## config.mk

```make
export PLATFORM = sky130hd
export DESIGN_NAME = pulse_timer
export DESIGN_NICKNAME = d
export VERILOG_FILES = /design/src/rtl/limit_pkg.sv /design/src/rtl/pulse_timer.sv
export SDC_FILE = /design/constraint.sdc
export NUM_CORES = 1
export LEC_CHECK = 0
export ABC_CLOCK_PERIOD_IN_PS = 2800
export BUFFER_PORTS_ARGS = -buffer_cell sky130_fd_sc_hd__buf_2
export CAP_MARGIN = 15
export CORE_UTILIZATION = 45
export CTS_CLUSTER_DIAMETER = 100
export DETAILED_ROUTE_END_ITERATION = 12
export SLEW_MARGIN = 40
export SYNTH_ARGS = -nofsm -noshare
export SYNTH_HDL_FRONTEND = slang
export SYNTH_SLANG_ARGS = --single-unit
```

## constraint.sdc

```tcl
create_clock -name core_clk -period 2.8 [get_ports core_clk]
set_input_delay 0.42 -clock core_clk [delete_from_list [all_inputs] [get_ports core_clk]]
set_output_delay 0.42 -clock core_clk [all_outputs]
set_load 0.01 [all_outputs]
```

## src/rtl/limit_pkg.sv

```systemverilog
/*
 * constants for the dual limit checker with digital outputs: register
 * offsets, reset values, widths and timing.
 * assumes a 125 MHz core clock and a 32-bit classic wishbone register bus.
 */
package limit_pkg;
   localparam int unsigned clk_hz = 125000000;
   localparam int mag_w = 32;
   localparam int lim_w = 33;
   localparam logic [32:0] lim_max = 33'h0ffffffff;
   localparam logic [32:0] lim_min = 33'h100000001;
   localparam logic [32:0] pair1_upper_rst = 33'h000000001;
   localparam logic [32:0] pair1_lower_rst = 33'h1ffffffff;
   localparam logic [32:0] pair2_upper_rst = 33'h000000002;
   localparam logic [32:0] pair2_lower_rst = 33'h1fffffffe;
   // pulse time held in milliseconds, 1 .. 99999999
   localparam int unsigned pulse_min_ms = 1;
   localparam int unsigned pulse_max_ms = 99999999;
   localparam int unsigned pulse_rst_ms = 2;
   localparam logic [26:0] pulse_min_ms_w = 27'h0000001;
   localparam logic [26:0] pulse_max_ms_w = 27'h5f5e0ff;
   localparam logic [26:0] pulse_rst_ms_w = 27'h0000002;
   localparam int unsigned ms_cycles = clk_hz / 1000;
   localparam logic [16:0] ms_cycles_w = 17'(ms_cycles);
   localparam int ms_w = 27;
   // register byte offsets
   localparam logic [7:0] off_ctrl = 8'h00;
   localparam logic [7:0] off_status = 8'h04;
   localparam logic [7:0] off_clear = 8'h08;
   localparam logic [7:0] off_pulse = 8'h0c;
   localparam logic [7:0] off_u1_lo = 8'h10;
   localparam logic [7:0] off_u1_hi = 8'h14;
   localparam logic [7:0] off_l1_lo = 8'h18;
   localparam logic [7:0] off_l1_hi = 8'h1c;
   localparam logic [7:0] off_u2_lo = 8'h20;
   localparam logic [7:0] off_u2_hi = 8'h24;
   localparam logic [7:0] off_l2_lo = 8'h28;
   localparam logic [7:0] off_l2_hi = 8'h2c;
   // control bit positions
   localparam int ctl_en1 = 0;
   localparam int ctl_en2 = 1;
   localparam int ctl_auto1 = 2;
   localparam int ctl_auto2 = 3;
   localparam int ctl_sense_low = 4;
   localparam int ctl_out_en = 5;
   localparam int ctl_pulse_en = 6;
   localparam int ctl_latch = 7;
   localparam logic [7:0] ctrl_rst = 8'h0c;
   typedef enum logic {sense_active_high, sense_active_low} output_logic_sense_t;
endpackage

```

## src/rtl/pulse_timer.sv

```systemverilog
/*
 * one output line with optional timed pulse and selectable sense.
 * assumes single core clock; fail and start come from same domain.
 */
`timescale 1ns/1ps
`default_nettype none
module pulse_timer
   import limit_pkg::*;
(
   input wire logic core_clk,
   input wire logic rst_n,
   input wire logic out_en,
   input wire logic pulse_en,
   input wire logic sense_low,
   input wire logic [26:0] pulse_ms,
   input wire logic rd_stb,
   input wire logic fail,
   input wire logic level,
   output logic line
);
   logic active_q;
   logic [16:0] sub_q;
   logic [26:0] ms_q;

   always_ff @(posedge core_clk or negedge rst_n) begin
      if (!rst_n) begin
         active_q <= 1'b0;
         sub_q <= '0;
         ms_q <= '0;
      end else if (!out_en || !pulse_en) begin
         active_q <= 1'b0; // no stale pulse carried over from level mode
      end else if (rd_stb && fail) begin
         active_q <= 1'b1;
         sub_q <= '0;
         ms_q <= '0;
      end else if (rd_stb) begin
         active_q <= 1'b0; // in-limit reading cuts pulse
      end else if (active_q) begin
         if (sub_q == ms_cycles_w - 17'h00001) begin
            sub_q <= '0;
            if (ms_q == pulse_ms - 27'h0000001) begin
               active_q <= 1'b0; // timer expired
            end else begin
               ms_q <= ms_q + 27'h0000001;
            end
         end else begin
            sub_q <= sub_q + 17'h00001;
         end
      end
   end

   logic asserted;
   assign asserted = out_en && (pulse_en ? active_q : level);
   always_ff @(posedge core_clk or negedge rst_n) begin
      if (!rst_n) begin
         line <= 1'b0;
      end else begin
         line <= asserted ^ sense_low;
      end
   end
endmodule
`default_nettype wire

```

==> results.toml, run 1 <==
[run_status]
status = "finished with violations"
violations = "design-rule violations, negative setup slack"

[yosys]
yosysUniqueCellTypes = 54
synth.net_count = 480
yosysTopAreaCell = "dfrtp_1"
yosys_warnings = 0
netlist_area_um2 = 3550
ys_ff_latch = 46
synth.avg_cell_area_um2 = 8.04
syn_inst = 442
ys.flop_type = "dfrtp_1"
async_reset_ff_frac = 1.00
ys_top_cells_by_area = "dfrtp_1 32%, o21ai_0 7.5%, o31ai_1 5.3%, xnor2_1 4.9%, xor2_1 4.9%"
synth-edff-count = 0
yosysSeqAreaShare = 0.324
synth_top_area_frac = 0.324

[power_and_ir_drop]
irDropWorstVdd_uv = 338
powerDensity_nw_per_um2 = 329
total_power_mw = 1.51
power.leakage_nw = 1.85

[route]
drtPass1Iterations = 9
drc_errors = 1
wirelength_mm = 10.3
drt_iter0_drc = 261
ant_nets = 0
vias = 3716
via_per_inst = 5.96
wl_per_cell_um = 16.5

[cts]
insertion_delay_ps = 310
cts-root-buf = "clkbuf_8"
cts_made_buffers = 5
cts.path.max_buffers = 2
holdBufCountCts = 0
clk_pin_slew_ps = 90
h-tree-depth = 2
cts_tree = "built"
clock-sinks = 46

[timing]
post-route-min-period_ps = 3130
worst_slack_ps = -327
post-route-period-util = 1.12
setup-violations-final = 28
holdWs_ps = 111
max_slew_margin = 0.608
hold_violations = 0
tightest_slew_ps = 588
fmax_ghz = 0.320
rsz0062_at_grt = "yes"
slew_violations = 0
fin_skew_ps = 11.4

[floorplanning]
die_height_um = 90.8
start_util = 0.462
core-area_um2 = 7690
dieArea_um2 = 8250
die_x_um = 90.8
core.rowCount = 32
ios = 36

[finish]
num-fill-cells = 705
fin_area_um2 = 4580
syn2layout_area_growth_pct = 29.0
drive_gt1_frac = 0.274
antenna_cells = 0
final_cells = 623
final_nets = 558

[place]
hpwl_mm = 7.22
place_congestion = 0.840
postPlaceCellArea_um2 = 4200
portBuffers = 35
placed_cells = 607

[global_routing]
grt-ovfl-total = 0
grt_pass1_vias = 3543
grt_max_degree = 47
grt_pass1_wl_mm = 16.5
track_usage = 0.248
antenna_found_initial = 0

[worst_setup_path]
crit_chain = "buf_8 > inv_4 > ha_4 > or4b_4 > or4_4 > or4_4 > a22oi_2 > nand4_1 > a2111oi_4 > or3_4 > clkbuf_16 > o31ai_1"
worst_setup_path_start_kind = "input port"
critPathMaxFanout = 12
end_kind = "flop"
crit_required_ps = 3000
slowest_delay_ps = 530
cp_slowest_cell = "or4_4"
path_class = "in2reg"
path_common_cell = "or4_4"
critPathArrivalTime_ps = 3320

[flow_run]
max-cap-violations = 0

[hold_path]
min_path_type = "in2async"
per-stage QoR:
stage,setup WS [ps],setup TNS (ps),util
after floorplan,-454,-11550,-
after global placement,-626,-17030,0.545
after detailed placement,-650,-17640,0.546
after CTS,-242,-6290,0.574
after global routing,-383,-10110,0.596
final,-327,-8350,0.596
path summary, 6_finish.rpt:
path / start / slack [ps] / cells after the start / endpoint
worst min register to register: sub_q[1] / 520 / 2 / sub_q[1]
worst min-delay path: rst_n / 110 / 1 / ms_q[13]
worst max-delay path: pulse_ms[0] / -330 / 12 / ms_q[6]
min in group core_clk: sense_low / 300 / 2 / line
max in group asynchronous: rst_n / 2290 / 1 / sub_q[0]
worst max register to register: ms_q[21] / -30 / 10 / ms_q[6]
final cells by class:
type | instances | area, µm² | area share
clock inverter | 3 | 40.0 | 0.00874
clock buffer | 5 | 68.8 | 0.0150
timing repair buffer | 99 | 766 | 0.167
sequential | 46 | 1150 | 0.251
inverter | 9 | 38.8 | 0.00846
tap | 102 | 128 | 0.0278
multi-input combinational | 359 | 2390 | 0.522
cells in the mapped netlist (2+ instances only):
| cell | number |
|---|---|
| a21o_1 | 3 |
| o211ai_1 | 2 |
| inv_1 | 9 |
| xnor2_1 | 20 |
| nand2_1 | 43 |
| nor2b_1 | 6 |
| nand3b_1 | 3 |
| a221oi_1 | 2 |
| buf_6 | 2 |
| o41ai_1 | 6 |
| xor2_1 | 20 |
| a211oi_1 | 2 |
| mux2i_1 | 3 |
| nor4_1 | 10 |
| or2_2 | 4 |
| nand2b_1 | 12 |
| nand4bb_1 | 2 |
| buf_2 | 5 |
| buf_1 | 3 |
| o31ai_1 | 25 |
| dfrtp_1 | 46 |
| clkbuf_1 | 17 |
| nor3_1 | 15 |
| o21ai_0 | 53 |
| mux2_2 | 2 |
| nor3b_1 | 2 |
| nand3_1 | 20 |
| ha_1 | 3 |
| and4_1 | 3 |
| nor2_1 | 29 |
| nand4_1 | 8 |
| and3_1 | 8 |
| and2_1 | 4 |
| a311oi_1 | 2 |
| or3_1 | 5 |
| a21oi_1 | 8 |
| or4_1 | 10 |
| o21ai_1 | 9 |
sequential cells by signal, summed over array words and instances, names as in the netlist:
signal,cells
ms_q,27
sub_q,17
active_q,1
line,1
metal layers:
layer,up-vias,wire length [µm],global-route usage
met1,1795,4360,0.299
met4,0,314,0.107
met5,-,0,0
met3,30,438,0.0345
li1,1779,-,-
met2,112,5200,0.438
logic make-up after synthesis:
kind of cell               synth area share
AOI/OAI and AO/OA                     0.219
xor gates and xnor gates             0.0986
adders and majority gates            0.0106
buffers and inverters                0.0461
DFF                                   0.324
muxes                                0.0148
and+or+nand+nor                       0.286
layout by cell type (no fill, tap or decap), types with 8 or more instances in the layout:
cell type / instances
buf_4: 58
o21ai_1: 22
dfrtp_1: 46
nand2b_1: 12
nand3_1: 20
nor4_1: 9
nor2_1: 29
and3_1: 8
nand2_1: 43
xor2_1: 20
nand4_1: 8
xnor2_1: 20
o31ai_1: 15
buf_2: 32
o31ai_2: 10
nor3_1: 15
o21ai_0: 38
report_power, final:
group          internal (mW)  total [mW]  switching [mW]
Combinational          0.134       0.282           0.148
Sequential             0.691       0.721          0.0299
Clock                  0.263       0.506           0.243
worst max-delay path: cells and delay by family:
kind | cells | cell delay, ps
AND/OR/NAND/NOR | 5 | 1900
buffers and inverters | 3 | 330
AO/OA/AOI/OAI | 3 | 550
adder cells (fa/ha/maj) | 1 | 120
repair_timing:
action / in CTS / in global routing
resized for setup: 29 / 23
setup endpoints to repair: 28 / 28
endpoints found under the hold margin: 0 / 0
setup buffers: 4 / 1
gates cloned: 2 / 2
pin swaps: 2 / 2
Note: power is estimated with default switching activity, not from simulation.
==> inputs of run 2 (changes only) <==
Settings changed: GPL_TIMING_DRIVEN set to 0.
==> run 2 against run 1 <==
  * The flow finishes with violations (negative setup slack)
  * Cell count down 4.5%
  * Sequential power is essentially flat
  * Clock skew grew 5.7 ps
  * Power is 1.2% lower
  * Die area did not move
  * Via count down 3.4%
  * Design area decreased by 0.44%
  * Global-route usage grew 0.42 points
  * First-iteration DRC count increased by 26%
  * Flip-flop and latch count unchanged
  * Worst hold slack worse by 21 ps
  * Wire length down 0.69%
  * Critical endpoint is now ms_q[19]
==> results.toml, run 2 (synthesis results as in run 1) <==
[run_status]
status = "finished with violations"
violations = "negative setup slack"

[worst_setup_path]
critPathArrivalTime_ps = 3280
worst_setup_path_start_kind = "input port"
crit_required_ps = 3010
crit_family = "simple AND/OR/NAND/NOR gates"
path_class = "in2reg"
end_kind = "flop"
critPathMaxFanout = 10
path_buf_inv = 4
slowest_delay_ps = 490
cp_slowest_cell = "or4b_4"
crit_chain = "buf_8 > inv_4 > ha_4 > or4b_4 > or4_4 > or4_4 > a22oi_2 > nand4_1 > a2111oi_4 > buf_4 > buf_8 > o21ai_1 > o41ai_4"

[global_routing]
grt_pass1_wl_mm = 16.7
track_usage = 0.252
antenna_found_initial = 0
grt-ovfl-total = 0
grt_pass1_vias = 3483
grt_max_degree = 47

[place]
hpwl_mm = 6.98
portBuffers = 32
place_congestion = 0.824
placed_cells = 576

[finish]
top_register = "ms_q"
syn2layout_area_growth_pct = 28.5
final_nets = 530
num-fill-cells = 692
reg.largest.list = "ms_q: 27 flops, sub_q: 17 flops"
drive_gt1_frac = 0.258
layout_commonest_cell = "dfrtp_1"
final_cell_mix = "46 x dfrtp_1, 45 x o21ai_0, 43 x nand2_1"
final_cells = 595
largest_register_ffs = 27
antenna_cells = 0

[route]
wirelength_mm = 10.2
wl_per_cell_um = 17.2
drt_iter0_drc = 328
ant_nets = 0
via_per_inst = 6.03
vias = 3588
drc_errors = 0
drtPass1Iterations = 5

[timing]
rsz0062_at_grt = "yes"
fin_skew_ps = 17.2
max_slew_margin = 0.606
fmax_ghz = 0.326
tns_ps = -6550
worst_slack_ps = -269
hold_violations = 0
slew_violations = 0
setup-violations-final = 28
post-route-period-util = 1.10
post-route-min-period_ps = 3070
tightest_slew_ps = 591

[cts]
cts-root-buf = "clkbuf_8"
cts.path.max_buffers = 2
h-tree-depth = 2
cts_tree = "built"
holdBufCountCts = 0
insertion_delay_ps = 310
clock-sinks = 46
cts_made_buffers = 5
clk_pin_slew_ps = 100

[power_and_ir_drop]
power.leakage_nw = 1.73
powerDensity_nw_per_um2 = 327
irDropWorstVdd_uv = 331
p_clk_frac = 0.342
internal_power_mw = 1.07
switching_share = 0.283
seqPwrFrac = 0.484
p_switching_mw = 0.422
p_comb_frac = 0.174

[floorplanning]
core.rowCount = 32
dieArea_um2 = 8250
die_x_um = 90.8
core-area_um2 = 7690
ios = 36
die_height_um = 90.8
start_util = 0.462

[flow_run]
max-cap-violations = 0

[hold_path]
min_path_type = "in2async"
-- run 2: worst register-to-register path, delay by kind of cell (launching register included) --
kind	cells	cell delay [ps]
flip-flops	1	440
AND/OR/NAND/NOR	1	270
XOR/XNOR	1	330
AO/OA/AOI/OAI	6	1370
buffers and inverters	2	400
-- run 2: final timing paths --
| kind | to | slack (ps) | depth (start not counted) | startpoint |
|---|---|---|---|---|
| setup / recovery | ms_q[19] | -270 | 13 | pulse_ms[0] |
| hold / removal | ms_q[2] | 90 | 1 | rst_n |
| setup reg to reg | ms_q[19] | -120 | 10 | ms_q[21] |
| hold reg to reg | sub_q[1] | 520 | 2 | sub_q[1] |
| max in group asynchronous | sub_q[5] | 2290 | 1 | rst_n |
| min in group core_clk | line | 290 | 2 | sense_low |
-- run 2: area by class of cell --
cell class                 instances  area (µm²)  area share
buffer                            25         193      0.0422
timing repair buffer              46         332      0.0727
tap                              102         128      0.0280
inverter                           9        38.8     0.00850
clock buffer                       5        68.8      0.0151
clock inverter                     3        45.0     0.00987
sequential                        46        1150       0.252
multi-input combinational        359        2610       0.571
-- run 2: through the flow --
stage | hold slack (ps) | power, mW | cell area, µm² | worst slack, ps | util
2_1_floorplan | 124 | 0.866 | 3590 | -454 | -
3_3_place_gp | 487 | 0.955 | 3880 | -1240 | 0.505
3_5_place_dp | 467 | 0.961 | 3880 | -1160 | 0.505
4_1_cts | 120 | 1.49 | 4340 | -594 | 0.565
5_1_grt | 135 | 1.57 | 4560 | -358 | 0.594
6_report | 89.8 | 1.49 | 4560 | -269 | 0.594
-- run 2: power groups by stage --
| stage | clock network, mW | logic (mW) | registers [mW] |
|---|---|---|---|
| CTS | 0.520 | 0.244 | 0.721 |
| global route | 0.554 | 0.293 | 0.727 |
| global placement | 0 | 0.223 | 0.732 |
| detailed placement | 0 | 0.227 | 0.733 |
| finish | 0.509 | 0.259 | 0.722 |
| floorplan | 0 | 0.141 | 0.725 |
-- run 2: what timing repair did --
action / in CTS / in global routing
gates cloned: 2 / 1
endpoints found under the setup margin: 39 / 39
gates resized for setup: 54 / 53
setup buffers: 9 / 4
hold endpoints to repair: 0 / 0
pin swaps: 14 / 18
-- run 2: per-layer routing --
layer,track usage,routed length [µm],share of wire
met1,0.313,4360,0.43
met2,0.437,5160,0.50
met3,0.0362,424,0.041
met4,0.104,300,0.029
met5,0,0,0
